===== config.mk =====
export PLATFORM = sky130hd
export DESIGN_NAME = ams_sequencer
export DESIGN_NICKNAME = d
export VERILOG_FILES = /design/src/rtl/ams_fifo.v /design/src/rtl/ams_sequencer.v
export VERILOG_INCLUDE_DIRS = /design/src /design/src/rtl
export SDC_FILE = /design/constraint.sdc
export NUM_CORES = 1
export LEC_CHECK = 0
export ABC_AREA = 1
export BUFFER_PORTS_ARGS = -buffer_cell sky130_fd_sc_hd__buf_4
export CAP_MARGIN = 0
export CORE_MARGIN = 3
export CORE_UTILIZATION = 54
export CTS_CLUSTER_SIZE = 8
export DETAILED_ROUTE_END_ITERATION = 10
export GPL_ROUTABILITY_DRIVEN = 0
export PLACE_DENSITY = 0.87
export SLEW_MARGIN = 20
export SYNTH_ARGS = -nofsm -noshare
export SYNTH_HDL_FRONTEND = slang
export SYNTH_SLANG_ARGS = --single-unit

===== constraint.sdc =====
create_clock -name clk_in -period 3.65 [get_ports clk_in]
set_input_delay 0.365 -clock clk_in [delete_from_list [all_inputs] [get_ports clk_in]]
set_output_delay 0.365 -clock clk_in [all_outputs]
set_load 0.05 [all_outputs]

===== src/rtl/ams_map.vh =====
// Constants for the asynchronous memory access sequencer.
// Included by the sequencer; definitions only.
`ifndef AMS_MAP_VH
`define AMS_MAP_VH
// Field widths of the chip space configuration
`define AMS_SETUP_W 4
`define AMS_STROBE_W 6
`define AMS_HOLD_W 3
`define AMS_TA_W 2
// Field positions within chip_space_config
`define AMS_CFG_SS_BIT 31
`define AMS_CFG_WSU_LSB 26
`define AMS_CFG_WST_LSB 20
`define AMS_CFG_WHD_LSB 17
`define AMS_CFG_RSU_LSB 13
`define AMS_CFG_RST_LSB 7
`define AMS_CFG_RHD_LSB 4
`define AMS_CFG_TA_LSB 2
`define AMS_CFG_WIDE_BIT 0
// Reset value of the chip space configuration
`define AMS_CFG_RESET 32'h3FFFFFFD
// Depth of the read data FIFO
`define AMS_FIFO_DEPTH 8
`endif


===== src/rtl/ams_fifo.v =====
// Synchronous FIFO with valid and ready on both sides.
// Single clock; width and depth are parameters, depth a power of two.
module ams_fifo #(
  parameter WIDTH = 32,
  parameter DEPTH = 8,
  parameter AW = 3
) (
  input wire clk_in,
  input wire reset_in,
  input wire in_valid_in,
  output wire in_ready_out,
  input wire [WIDTH-1:0] in_data_in,
  output wire out_valid_out,
  input wire out_ready_in,
  output wire [WIDTH-1:0] out_data_out
);
  reg [WIDTH-1:0] mem [0:DEPTH-1];
  reg [AW:0] wr_ptr_reg;
  reg [AW:0] rd_ptr_reg;
  wire push;
  wire pop;

  // Full and empty from pointer wrap bits
  assign in_ready_out = (wr_ptr_reg[AW] == rd_ptr_reg[AW]) || (wr_ptr_reg[AW-1:0] != rd_ptr_reg[AW-1:0]);
  assign out_valid_out = (wr_ptr_reg != rd_ptr_reg);
  assign out_data_out = mem[rd_ptr_reg[AW-1:0]];
  assign push = in_valid_in && in_ready_out;
  assign pop = out_valid_out && out_ready_in;

  // Storage write
  always @(posedge clk_in) begin
    if (push) begin
      mem[wr_ptr_reg[AW-1:0]] <= in_data_in;
    end
  end

  // Pointers
  always @(posedge clk_in) begin
    if (reset_in) begin
      wr_ptr_reg <= {(AW+1){1'b0}};
      rd_ptr_reg <= {(AW+1){1'b0}};
    end else begin
      if (push) begin
        wr_ptr_reg <= wr_ptr_reg + 1'b1;
      end
      if (pop) begin
        rd_ptr_reg <= rd_ptr_reg + 1'b1;
      end
    end
  end
endmodule // ams_fifo


===== src/rtl/ams_sequencer.v =====
// Asynchronous memory access sequencer: turnaround, setup, strobe, hold.
// Assumes an arbiter presents the top-priority request on req_* and keeps
// req_valid_in high while that request stays top priority. Read words go
// through an 8-word FIFO; writes need no buffer.
// Overview of operation
// Normal-mode read: output enable low through strobe, released at strobe end.
// Read data captured at the edge ending the strobe; device must be valid.
// Wait input stretches the strobe while it is active; the sequencer sees it four cycles late and holds only the last strobe cycle.
// Normal mode: address invalid after hold; select rises only after last access.
// Follow-on accesses of a word go straight to setup, no turnaround.
// Follow-on accesses keep the timing counts loaded at the first access.
// After a word, return idle or go straight to next request's turnaround.
// Output enable stays high throughout every write access.
// Write strobe stays high throughout every read access.
// Start only on top-priority request; repeat accesses until fully served.
// Write waits turnaround; none after write, one after read when field zero.
// Read waits turnaround; none after read, one after write when field zero.
// After turnaround, recheck priority; proceed to setup or abandon.
// Normal mode: setup drives address, write data, select if not already low.
// Normal write: write strobe and byte enables active only during strobe.
// Write data stops being driven at end of hold, with the address.
// Select-strobe bit one: select only during strobe, byte enables as enables.
// Select-strobe read: byte enables valid from setup with the address.
// Select-strobe read: select and output enable together over the strobe.
// Select-strobe read: byte enables invalid at end of hold.
// Setup loads setup, strobe, hold counts from config by direction.
// Strobe width is strobe field plus one cycle.
// Hold lasts hold field plus one cycle after strobe rises.
// Select-strobe bit zero selects normal mode, the default.
// Turnaround is the field plus one cycle between reads and writes.
// Take request with direction, address, byte count; signal done at end.
`include "ams_map.vh"
module ams_sequencer #(
  parameter ADDR_W = 23,
  parameter CNT_W = 3
) (
  input wire clk_in,
  input wire reset_in,
  input wire [31:0] chip_space_config_in,
  input wire req_valid_in,
  input wire req_write_in,
  input wire [ADDR_W-1:0] req_addr_in,
  input wire [CNT_W-1:0] req_bytes_in,
  input wire [31:0] req_wdata_in,
  output wire req_taken_out,
  output reg req_done_out,
  output reg req_abandon_out,
  output wire rd_valid_out,
  input wire rd_ready_in,
  output wire [31:0] rd_data_out,
  output reg [ADDR_W-1:0] ext_address_lines_out,
  output reg [1:0] ext_bank_address_lines_out,
  input wire [15:0] ext_data_bus_in,
  output reg [15:0] ext_data_bus_out,
  output reg ext_data_bus_oe_out,
  output reg async_chip_select_n_out,
  output reg async_output_enable_n_out,
  output reg async_write_strobe_n_out,
  output reg [1:0] byte_enable_n_out,
  input wire ext_wait_input_in,
  output wire busy_out
);
  localparam ST_IDLE = 3'h0;
  localparam ST_TA = 3'h1;
  localparam ST_SETUP = 3'h2;
  localparam ST_STROBE = 3'h3;
  localparam ST_HOLD = 3'h4;

  reg [2:0] state_reg;
  reg [7:0] cnt_reg;
  reg [`AMS_SETUP_W-1:0] setup_reg;
  reg [`AMS_STROBE_W-1:0] strobe_reg;
  reg [`AMS_HOLD_W-1:0] hold_reg;
  reg write_reg;
  reg ss_reg;
  reg wide_reg;
  reg [ADDR_W-1:0] addr_reg;
  reg [CNT_W-1:0] left_reg;
  reg [31:0] wdata_reg;
  reg [31:0] rdata_reg;
  reg [1:0] lane_reg;
  reg last_valid_reg;
  reg last_write_reg;
  reg push_reg;
  reg [2:0] wait_sync_reg;
  reg wait_reg;
  wire wait_act;
  wire fifo_ready;
  wire last_access;
  wire [`AMS_TA_W-1:0] ta_field;
  wire [`AMS_SETUP_W-1:0] wsu_field;
  wire [`AMS_STROBE_W-1:0] wst_field;
  wire [`AMS_HOLD_W-1:0] whd_field;
  wire [`AMS_SETUP_W-1:0] rsu_field;
  wire [`AMS_STROBE_W-1:0] rst_field;
  wire [`AMS_HOLD_W-1:0] rhd_field;

  // Wait pin synchroniser; a change counts when stages two and three agree
  always @(posedge clk_in) begin
    if (reset_in) begin
      wait_sync_reg <= 3'h0;
      wait_reg <= 1'b0;
    end else begin
      wait_sync_reg <= {wait_sync_reg[1:0], ext_wait_input_in};
      if (wait_sync_reg[1] == wait_sync_reg[2]) begin
        wait_reg <= wait_sync_reg[2];
      end
    end
  end
  assign wait_act = wait_reg;

  // Lane width in bytes and end-of-word test
  function [CNT_W-1:0] lane_bytes;
    input wide;
    begin
      lane_bytes = wide ? 3'h2 : 3'h1;
    end
  endfunction

  // Write data for the lane after the current one
  function [15:0] lane_data;
    input wide;
    input [1:0] lane;
    input [31:0] word;
    begin
      if (wide) begin
        lane_data = word[31:16];
      end else if (lane == 2'h0) begin
        lane_data = {8'h00, word[15:8]};
      end else if (lane == 2'h1) begin
        lane_data = {8'h00, word[23:16]};
      end else begin
        lane_data = {8'h00, word[31:24]};
      end
    end
  endfunction

  assign ta_field = chip_space_config_in[`AMS_CFG_TA_LSB+`AMS_TA_W-1:`AMS_CFG_TA_LSB];
  // Timing fields by direction, sampled live from the configuration
  assign wsu_field = chip_space_config_in[`AMS_CFG_WSU_LSB+`AMS_SETUP_W-1:`AMS_CFG_WSU_LSB];
  assign wst_field = chip_space_config_in[`AMS_CFG_WST_LSB+`AMS_STROBE_W-1:`AMS_CFG_WST_LSB];
  assign whd_field = chip_space_config_in[`AMS_CFG_WHD_LSB+`AMS_HOLD_W-1:`AMS_CFG_WHD_LSB];
  assign rsu_field = chip_space_config_in[`AMS_CFG_RSU_LSB+`AMS_SETUP_W-1:`AMS_CFG_RSU_LSB];
  assign rst_field = chip_space_config_in[`AMS_CFG_RST_LSB+`AMS_STROBE_W-1:`AMS_CFG_RST_LSB];
  assign rhd_field = chip_space_config_in[`AMS_CFG_RHD_LSB+`AMS_HOLD_W-1:`AMS_CFG_RHD_LSB];

  assign last_access = (left_reg <= lane_bytes(wide_reg));
  // No take while a read word is still on its way into the buffer,
  // else a full buffer could be seen as ready one cycle too early
  assign req_taken_out = (state_reg == ST_IDLE) && req_valid_in && fifo_ready && !push_reg;
  assign busy_out = (state_reg != ST_IDLE);

  // Access sequencer
  always @(posedge clk_in) begin
    if (reset_in) begin
      state_reg <= ST_IDLE;
      cnt_reg <= 8'h00;
      setup_reg <= {`AMS_SETUP_W{1'b0}};
      strobe_reg <= {`AMS_STROBE_W{1'b0}};
      hold_reg <= {`AMS_HOLD_W{1'b0}};
      write_reg <= 1'b0;
      ss_reg <= 1'b0;
      wide_reg <= 1'b0;
      addr_reg <= {ADDR_W{1'b0}};
      left_reg <= {CNT_W{1'b0}};
      wdata_reg <= 32'h00000000;
      rdata_reg <= 32'h00000000;
      lane_reg <= 2'h0;
      last_valid_reg <= 1'b0;
      last_write_reg <= 1'b0;
      push_reg <= 1'b0;
      req_done_out <= 1'b0;
      req_abandon_out <= 1'b0;
      ext_address_lines_out <= {ADDR_W{1'b0}};
      ext_bank_address_lines_out <= 2'h0;
      ext_data_bus_out <= 16'h0000;
      ext_data_bus_oe_out <= 1'b0;
      async_chip_select_n_out <= 1'b1;
      async_output_enable_n_out <= 1'b1;
      async_write_strobe_n_out <= 1'b1;
      byte_enable_n_out <= 2'h3;
    end else begin
      push_reg <= 1'b0;
      req_done_out <= 1'b0;
      req_abandon_out <= 1'b0;
      case (state_reg)
        ST_IDLE: begin
          if (req_taken_out) begin
            write_reg <= req_write_in;
            addr_reg <= req_addr_in;
            left_reg <= req_bytes_in;
            wdata_reg <= req_wdata_in;
            rdata_reg <= 32'h00000000;
            lane_reg <= 2'h0;
            ss_reg <= chip_space_config_in[`AMS_CFG_SS_BIT];
            wide_reg <= chip_space_config_in[`AMS_CFG_WIDE_BIT];
            // Turnaround only when direction changes; zero field gives one cycle
            if (last_valid_reg && (last_write_reg != req_write_in)) begin
              // Field plus one extra cycle over the plain recheck cycle
              cnt_reg <= {6'h00, ta_field} + 8'h01;
              state_reg <= ST_TA;
            end else begin
              state_reg <= ST_TA;
              cnt_reg <= 8'hFF;
            end
          end
        end
        ST_TA: begin
          if (cnt_reg == 8'hFF || cnt_reg == 8'h00) begin
            // Priority recheck after turnaround
            if (req_valid_in) begin
              state_reg <= ST_SETUP;
              if (write_reg) begin
                setup_reg <= wsu_field;
                strobe_reg <= wst_field;
                hold_reg <= whd_field;
                cnt_reg <= {4'h0, wsu_field};
              end else begin
                setup_reg <= rsu_field;
                strobe_reg <= rst_field;
                hold_reg <= rhd_field;
                cnt_reg <= {4'h0, rsu_field};
              end
              // Address, write data and, in normal mode, select go valid at setup start
              ext_address_lines_out <= addr_reg;
              ext_bank_address_lines_out <= addr_reg[1:0];
              ext_data_bus_out <= wdata_reg[15:0];
              ext_data_bus_oe_out <= write_reg;
              if (!ss_reg) begin
                async_chip_select_n_out <= 1'b0;
              end
              if (ss_reg && !write_reg) begin
                byte_enable_n_out <= 2'h0;
              end
            end else begin
              state_reg <= ST_IDLE;
              req_abandon_out <= 1'b1;
            end
          end else begin
            cnt_reg <= cnt_reg - 8'h01;
          end
        end
        ST_SETUP: begin
          if (cnt_reg == 8'h00) begin
            state_reg <= ST_STROBE;
            cnt_reg <= {2'h0, strobe_reg};
            if (write_reg) begin
              async_write_strobe_n_out <= 1'b0;
              byte_enable_n_out <= 2'h0;
            end else begin
              async_output_enable_n_out <= 1'b0;
            end
            if (ss_reg) begin
              async_chip_select_n_out <= 1'b0;
            end
          end else begin
            cnt_reg <= cnt_reg - 8'h01;
          end
        end
        ST_STROBE: begin
          // Wait holds the strobe open at its last cycle
          // The pin reaches here four cycles late; short strobes may miss it
          if (cnt_reg == 8'h00 && !wait_act) begin
            state_reg <= ST_HOLD;
            cnt_reg <= {5'h00, hold_reg};
            async_write_strobe_n_out <= 1'b1;
            async_output_enable_n_out <= 1'b1;
            if (write_reg && !ss_reg) begin
              byte_enable_n_out <= 2'h3;
            end
            if (ss_reg) begin
              async_chip_select_n_out <= 1'b1;
            end
            if (!write_reg) begin
              // Capture read lane at the closing edge
              if (wide_reg) begin
                rdata_reg[{lane_reg, 3'h0} +: 16] <= ext_data_bus_in;
              end else begin
                rdata_reg[{lane_reg, 3'h0} +: 8] <= ext_data_bus_in[7:0];
              end
            end
          end else if (cnt_reg != 8'h00) begin
            cnt_reg <= cnt_reg - 8'h01;
          end
        end
        ST_HOLD: begin
          if (cnt_reg == 8'h00) begin
            // End of hold: address, data and byte enables invalid
            ext_address_lines_out <= {ADDR_W{1'b0}};
            ext_bank_address_lines_out <= 2'h0;
            ext_data_bus_oe_out <= 1'b0;
            byte_enable_n_out <= 2'h3;
            if (!last_access) begin
              // Next lane: straight to setup with counts kept
              state_reg <= ST_SETUP;
              cnt_reg <= {4'h0, setup_reg};
              left_reg <= left_reg - lane_bytes(wide_reg);
              lane_reg <= lane_reg + (wide_reg ? 2'h2 : 2'h1);
              addr_reg <= addr_reg + {{(ADDR_W-1){1'b0}}, 1'b1};
              ext_address_lines_out <= addr_reg + {{(ADDR_W-1){1'b0}}, 1'b1};
              ext_bank_address_lines_out <= addr_reg[1:0] + 2'h1;
              // Next lane's address and data replace the cleared ones at once
              ext_data_bus_out <= lane_data(wide_reg, lane_reg, wdata_reg);
              ext_data_bus_oe_out <= write_reg;
              if (ss_reg && !write_reg) begin
                byte_enable_n_out <= 2'h0;
              end
            end else begin
              // Word done; select rises, return to idle for next request
              state_reg <= ST_IDLE;
              async_chip_select_n_out <= 1'b1;
              req_done_out <= 1'b1;
              // Read word enters the buffer one cycle after done
              push_reg <= !write_reg;
              last_valid_reg <= 1'b1;
              last_write_reg <= write_reg;
            end
          end else begin
            cnt_reg <= cnt_reg - 8'h01;
          end
        end
        default: begin
          state_reg <= ST_IDLE;
        end
      endcase
    end
  end

  // Read word buffer; a full buffer stalls new requests
  ams_fifo #(
    .WIDTH(32),
    .DEPTH(`AMS_FIFO_DEPTH),
    .AW(3)
  ) u_fifo (
    .clk_in(clk_in),
    .reset_in(reset_in),
    .in_valid_in(push_reg),
    .in_ready_out(fifo_ready),
    .in_data_in(rdata_reg),
    .out_valid_out(rd_valid_out),
    .out_ready_in(rd_ready_in),
    .out_data_out(rd_data_out)
  );
endmodule // ams_sequencer


==> impl_metrics.toml, run 1 <==
[timing]
finalHoldViolations = 0
minimum_clock_period_after_layout_ns = 3.13
setup_skew_ns = 0.0875
final.setup.tns_ns = 0
final-max-slew-violation-count = 0
timing.max_slew.rel_slack = 0.459
min_period_over_period = 0.857
timing.fmax_mhz = 320
finalSetupViolations = 0
rsz0062_at_grt = "no"
final_setup_slack_of_the_worst_path_ns = 0.521
tightestPinTransition_ns = 0.809

[drt]
final_antenna_net_count = 0
drt_first_pass_iters = 6
route.vias.total = 17270
drc = 0
drt_iter0_drc = 2024
viasPerCell = 6.02
route.final.wire_length_mm = 54.4
drt-wirelength-per-cell_um = 19.0

[power]
power.combinational.fraction = 0.266
p_leak_nw = 8.56
powerDensity_nw_per_um2 = 661
irDropWorstVdd_mv = 0.511
swShare = 0.353
sequentialPowerShare = 0.400
internal_power_w = 0.00994
power.switching_w = 0.00542
clockPowerShare = 0.334

[grt]
grt_residual_overflow = 0
initial_antenna_violation_count = 0
grt_util_all_layers = 0.273
grt_pass1_vias = 16568
grt_max_degree = 129
grt_pass1_wl_mm = 85.6

[yosys]
yosys.cell_types.count = 49
async_flop_share = 0
synthesis.nets = 2327
synth.yosys.warnings = 0
synth_cells = 2200
yosysSeqAreaShare = 0.578
syn_area_per_cell_um2 = 8.93
mappedNetlistArea_um2 = 19600
synth_enable_flop_cells = 256
postSynth.topFlopCell = "sky130_fd_sc_hd__edfxtp_1"
yosys_register_bits = 439

[clock_tree]
postCtsSetupRepairBufs = 0
clock_latency_ns = 0.63
clock-sinks = 439
clk_path_buf_depth = 3
cts_tree = "yes"
cts.root.buffer_cell = "sky130_fd_sc_hd__clkbuf_16"
cts_hold_buf = 8
worst_setup_hold_path_clk_slew_ns = 0.05
h-tree-depth = 2
cts_buffers = 60
ctsResizeCount = 0

[critical_path]
endpoint_kind = "flop"
cp_data_required_time_ns = 4.20
critPathArrivalTime_ns = 3.68
crit_path_max_fo = 17
slowest_delay_ns = 0.48
critical-path-top-delay-family = "simple AND/OR/NAND/NOR gates"
cp_cell_sequence = "clkinv_1, ha_1, nand2_1, o21ai_1, nand2_1, nor2_4, inv_2, nand2_2, nand3_4, inv_2, o21ai_0, nor2_1"
criticalPathCategory = "reg -> reg"
critical_path.startpoint_type = "flop"
critical_path_buf_inv_count = 3
cp_slowest_cell = "sky130_fd_sc_hd__nor2_4"

[die]
floorplan.initialDensity = 0.550
die-area_um2 = 38700
core_region_area_um2 = 35700
floorplan.die.width_um = 197
die_height_um = 197
io-pin-count = 196
rows = 69

[status]
outcome = "finished, final reports clean"

[final_layout]
syn2layout_area_growth_pct = 18.3
final_nets = 2495
mostFrequentLayoutCells = "sky130_fd_sc_hd__nor2_1 (400), sky130_fd_sc_hd__o21ai_0 (309), sky130_fd_sc_hd__nand2_1 (293)"
drive_above_1_share = 0.145
diodes = 0
largest_register_ff_count = 256
mostFrequentLayoutCell = "sky130_fd_sc_hd__nor2_1"

[worst_hold_path]
hold_path.class = "in -> reg"

[job]
max_cap_viol_count = 0

[placement]
io_buffer_count = 193
post_place_setup_slack_ns = 0.529
post-dp-hpwl_mm = 32.6
[tightest hold or removal path, stage by stage]
cell and delay (ns):
sky130_fd_sc_hd__buf_4 0.09, sky130_fd_sc_hd__o21ai_0 0.07, sky130_fd_sc_hd__nor2_1 0.08
[cell families (layout without fill, tap and decap cells)]
logic type	Yosys count	count (layout)	share of synthesized area
AOI/OAI and AO/OA	595	595	0.164
xor gates and xnor gates	20	20	0.00892
adders and majority gates	15	15	0.00993
buffers and inverters	274	480	0.0571
DFF	439	439	0.578
and+or+nand+nor	857	857	0.183
[area by class of cell]
type / instances / area [um^2]
repair buffers: 231 / 1820
clock inverters: 3 / 90.1
multi-input cells: 1487 / 7210
inverters: 149 / 561
well taps: 461 / 577
clock buffers: 97 / 1640
fillers: 2589 / 12500
flip-flops and latches: 439 / 11400
[cell usage after synthesis, drive strengths merged, types with 9 or more instances]
library cell | instances | area (um^2)
dfxtp | 183 | 3660
edfxtp | 256 | 7690
o22ai | 44 | 275
o21ai | 318 | 1610
xor2 | 14 | 123
nand3 | 81 | 438
a31oi | 49 | 307
o31ai | 9 | 67.6
buf | 48 | 272
o211ai | 18 | 135
clkbuf | 77 | 290
a21oi | 148 | 744
inv | 145 | 544
ha | 14 | 175
nand2 | 303 | 1170
nor3 | 18 | 100
nand4 | 27 | 169
nor2 | 413 | 1590
[metal layers]
layer | vias up | track usage | share of wire
met5 | - | 0 | 0
met4 | 0 | 0.111 | 0.038
met3 | 208 | 0.0477 | 0.10
met2 | 1136 | 0.466 | 0.49
met1 | 8009 | 0.350 | 0.37
li1 | 7917 | - | -
[power groups by stage]
stage	Combinational [W]	Sequential, W	Clock, W
floorplan	0.00240	0.00669	0
global placement	0.00387	0.00618	0
detailed placement	0.00397	0.00621	0
CTS	0.00404	0.00612	0.00516
global route	0.00446	0.00619	0.00538
finish	0.00408	0.00614	0.00514
[path summary, 6_finish.rpt]
kind	startpoint	endpoint	slack, ns	depth (start not counted)
min	chip_space_config_in[31]	ss_reg$_SDFFE_PP0P_	0.02	3
max reg2reg	wide_reg$_SDFFE_PP0P_	ext_data_bus_out[3]$_SDFFE_PP0P_	0.52	12
max	wide_reg$_SDFFE_PP0P_	ext_data_bus_out[3]$_SDFFE_PP0P_	0.52	12
min reg2reg	wait_sync_reg[0]$_SDFF_PP0_	wait_sync_reg[1]$_SDFF_PP0_	0.42	2
[stage by stage]
stage          total power, W  hold slack, ns  cell area (um^2)   util  std cells
3_5_place_dp           0.0102           0.413             21400  0.600       2759
5_1_grt                0.0160          0.0293             23200  0.650       2867
4_1_cts                0.0153        0.000811             23200  0.650       2867
2_1_floorplan         0.00909           0.388             19700      -       2200
3_3_place_gp           0.0101           0.389             21400  0.600       2759
6_report               0.0154          0.0244             23200  0.650       2867
(Power assumes the default switching activity.)
==> inputs of run 2 (changes only) <==
Settings changed: CORE_UTILIZATION 54 to 49, CTS_CLUSTER_DIAMETER from default to 100, PLACE_DENSITY 0.87 to 0.81.
==> run 2 against run 1 <==
Net effect: clock-buffer cell count unchanged; cell area up 0.58%; maximum frequency up 0.98%; global-route usage is 2.7 points lower; die area increased by 9.9%; clock power hardly changed; final cell count rose by 2.3%; via count is 3.2% lower; non-clock buffer count up 8; combinational power down 1%; register-to-register slack better by 0.04 ns; critical path type is now reg -> out; largest cell class unchanged.
==> impl_metrics.toml, run 2 (synthesized netlist as in run 1, its figures left out) <==
[placement]
post_place_setup_slack_ns = 0.680
post-dp-hpwl_mm = 32.6
io_buffer_count = 193

[grt]
grt_pass1_wl_mm = 83.5
initial_antenna_violation_count = 0
grt_pass1_vias = 16085
grt_residual_overflow = 0
grt_max_degree = 129
grt_util_all_layers = 0.246

[clock_tree]
h-tree-depth = 2
clk_path_buf_depth = 3
postCtsSetupRepairBufs = 0
ctsResizeCount = 0
cts_hold_buf = 18
worst_setup_hold_path_clk_slew_ns = 0.06
cts_tree = "yes"
clock_latency_ns = 0.65
clock-sinks = 439
cts.root.buffer_cell = "sky130_fd_sc_hd__clkbuf_16"
cts_buffers = 60

[timing]
setup_skew_ns = 0.0782
timing.fmax_mhz = 323
rsz0062_at_grt = "no"
finalHoldViolations = 0
min_period_over_period = 0.849
minimum_clock_period_after_layout_ns = 3.10
tightestPinTransition_ns = 0.812
timing.max_slew.rel_slack = 0.457
final-max-slew-violation-count = 0
final_setup_slack_of_the_worst_path_ns = 0.551
finalSetupViolations = 0
final.setup.tns_ns = 0

[drt]
route.final.wire_length_mm = 52.8
drt-wirelength-per-cell_um = 18.0
final_antenna_net_count = 0
drc = 0
drt_iter0_drc = 1640
drt_first_pass_iters = 7
route.vias.total = 16712
viasPerCell = 5.70

[die]
die_height_um = 206
die-area_um2 = 42500
floorplan.die.width_um = 206
rows = 72
io-pin-count = 196
floorplan.initialDensity = 0.503
core_region_area_um2 = 39100

[critical_path]
reg2regPathDepth = 12
crit_path_max_fo = 128
endpoint_kind = "primary output"
critical-path-top-delay-family = "buffers and inverters"
cp_cell_sequence = "inv_2, buf_12, nor2_1, o22ai_1, nor2_1, a31oi_1, buf_4"
critical_path_buf_inv_count = 3
critical_path.startpoint_type = "flop"
criticalPathCategory = "reg -> out"
cp_slowest_cell = "sky130_fd_sc_hd__dfxtp_4"
slowest_delay_ns = 0.50
timing.critical_path.depth = 7
critPathArrivalTime_ns = 2.73
crit_path_frequent_cell = "sky130_fd_sc_hd__nor2_1"
cp_data_required_time_ns = 3.28

[worst_hold_path]
whs_path_depth = 3
hold_path.class = "in -> reg"

[final_layout]
largest_register_ff_count = 256
syn2layout_area_growth_pct = 19.0
drive_above_1_share = 0.144
multiInputGateArea_um2 = 7210
final_nets = 2503
mostFrequentLayoutCells = "sky130_fd_sc_hd__nor2_1 (400), sky130_fd_sc_hd__o21ai_0 (309), sky130_fd_sc_hd__nand2_1 (293)"
diodes = 0
mostFrequentLayoutCell = "sky130_fd_sc_hd__nor2_1"
ff_latch_area_um2 = 11400
n_fill_cell = 3116

[power]
p_leak_nw = 8.58
powerDensity_nw_per_um2 = 653
irDropWorstVdd_mv = 0.471

[job]
max_cap_viol_count = 0

[status]
outcome = "finished, final reports clean"
[run 2: cell count changes in the layout (fill, tap and decap cells not counted), sizes merged]
cell,before,now
buf,223,221
dlygate4sd3,8,18
[run 2: worst register-to-register path: stages (launching register included)]
cell and delay [ns]:
sky130_fd_sc_hd__dfxtp_1 0.33, sky130_fd_sc_hd__clkinv_1 0.13, sky130_fd_sc_hd__ha_1 0.33, sky130_fd_sc_hd__nand2_1 0.05, sky130_fd_sc_hd__o21ai_1 0.11, sky130_fd_sc_hd__nand2_1 0.27
sky130_fd_sc_hd__nor2_4 0.48, sky130_fd_sc_hd__nand2_1 0.10, sky130_fd_sc_hd__nand2_1 0.13, sky130_fd_sc_hd__buf_4 0.35, sky130_fd_sc_hd__inv_1 0.35, sky130_fd_sc_hd__o21ai_0 0.25
sky130_fd_sc_hd__a21oi_1 0.06
[run 2: metrics by stage]
stage | util | instance area, um^2 | hold slack [ns] | total power, W | cells
2_1_floorplan | - | 19700 | 0.388 | 0.00909 | 2200
3_3_place_gp | 0.549 | 21500 | 0.391 | 0.0101 | 2814
3_5_place_dp | 0.549 | 21500 | 0.410 | 0.0102 | 2814
4_1_cts | 0.598 | 23400 | 0.0000255 | 0.0153 | 2932
5_1_grt | 0.598 | 23400 | 0.0349 | 0.0160 | 2932
6_report | 0.598 | 23400 | 0.0319 | 0.0153 | 2932
[run 2: area by class of cell]
class                   instances  share of cell area
clock buffers                  97              0.0702
clock inverters                 3             0.00385
inverters                     149              0.0240
multi-input cells            1487               0.308
flip-flops and latches        439               0.486
well taps                     518              0.0277
repair buffers                239              0.0803
[run 2: routing by layer]
layer  GRT usage  routed length [um]  vias to the layer above
li1            -                   -                     7921
met1       0.315               20900                     7818
met2       0.427               26300                      860
met3      0.0433                4290                      113
met4      0.0768                1320                        0
met5           0                   0                        -
[run 2: final timing paths]
| path | startpoint | to | slack, ns |
|---|---|---|---|
| worst min-delay path | req_wdata_in[12] | wdata_reg[12]$_SDFFE_PP0P_ | 0.03 |
| worst max register to register | wide_reg$_SDFFE_PP0P_ | left_reg[0]$_SDFFE_PP0P_ | 0.56 |
| worst min register to register | wait_sync_reg[0]$_SDFF_PP0_ | wait_sync_reg[1]$_SDFF_PP0_ | 0.41 |
| worst max-delay path | flop | rd_data_out[6] | 0.55 |
[run 2: report_power, final]
| part | switching, W | internal [W] |
|---|---|---|
| Sequential | 0.000433 | 0.00572 |
| Combinational | 0.00284 | 0.00119 |
| Clock | 0.00206 | 0.00304 |
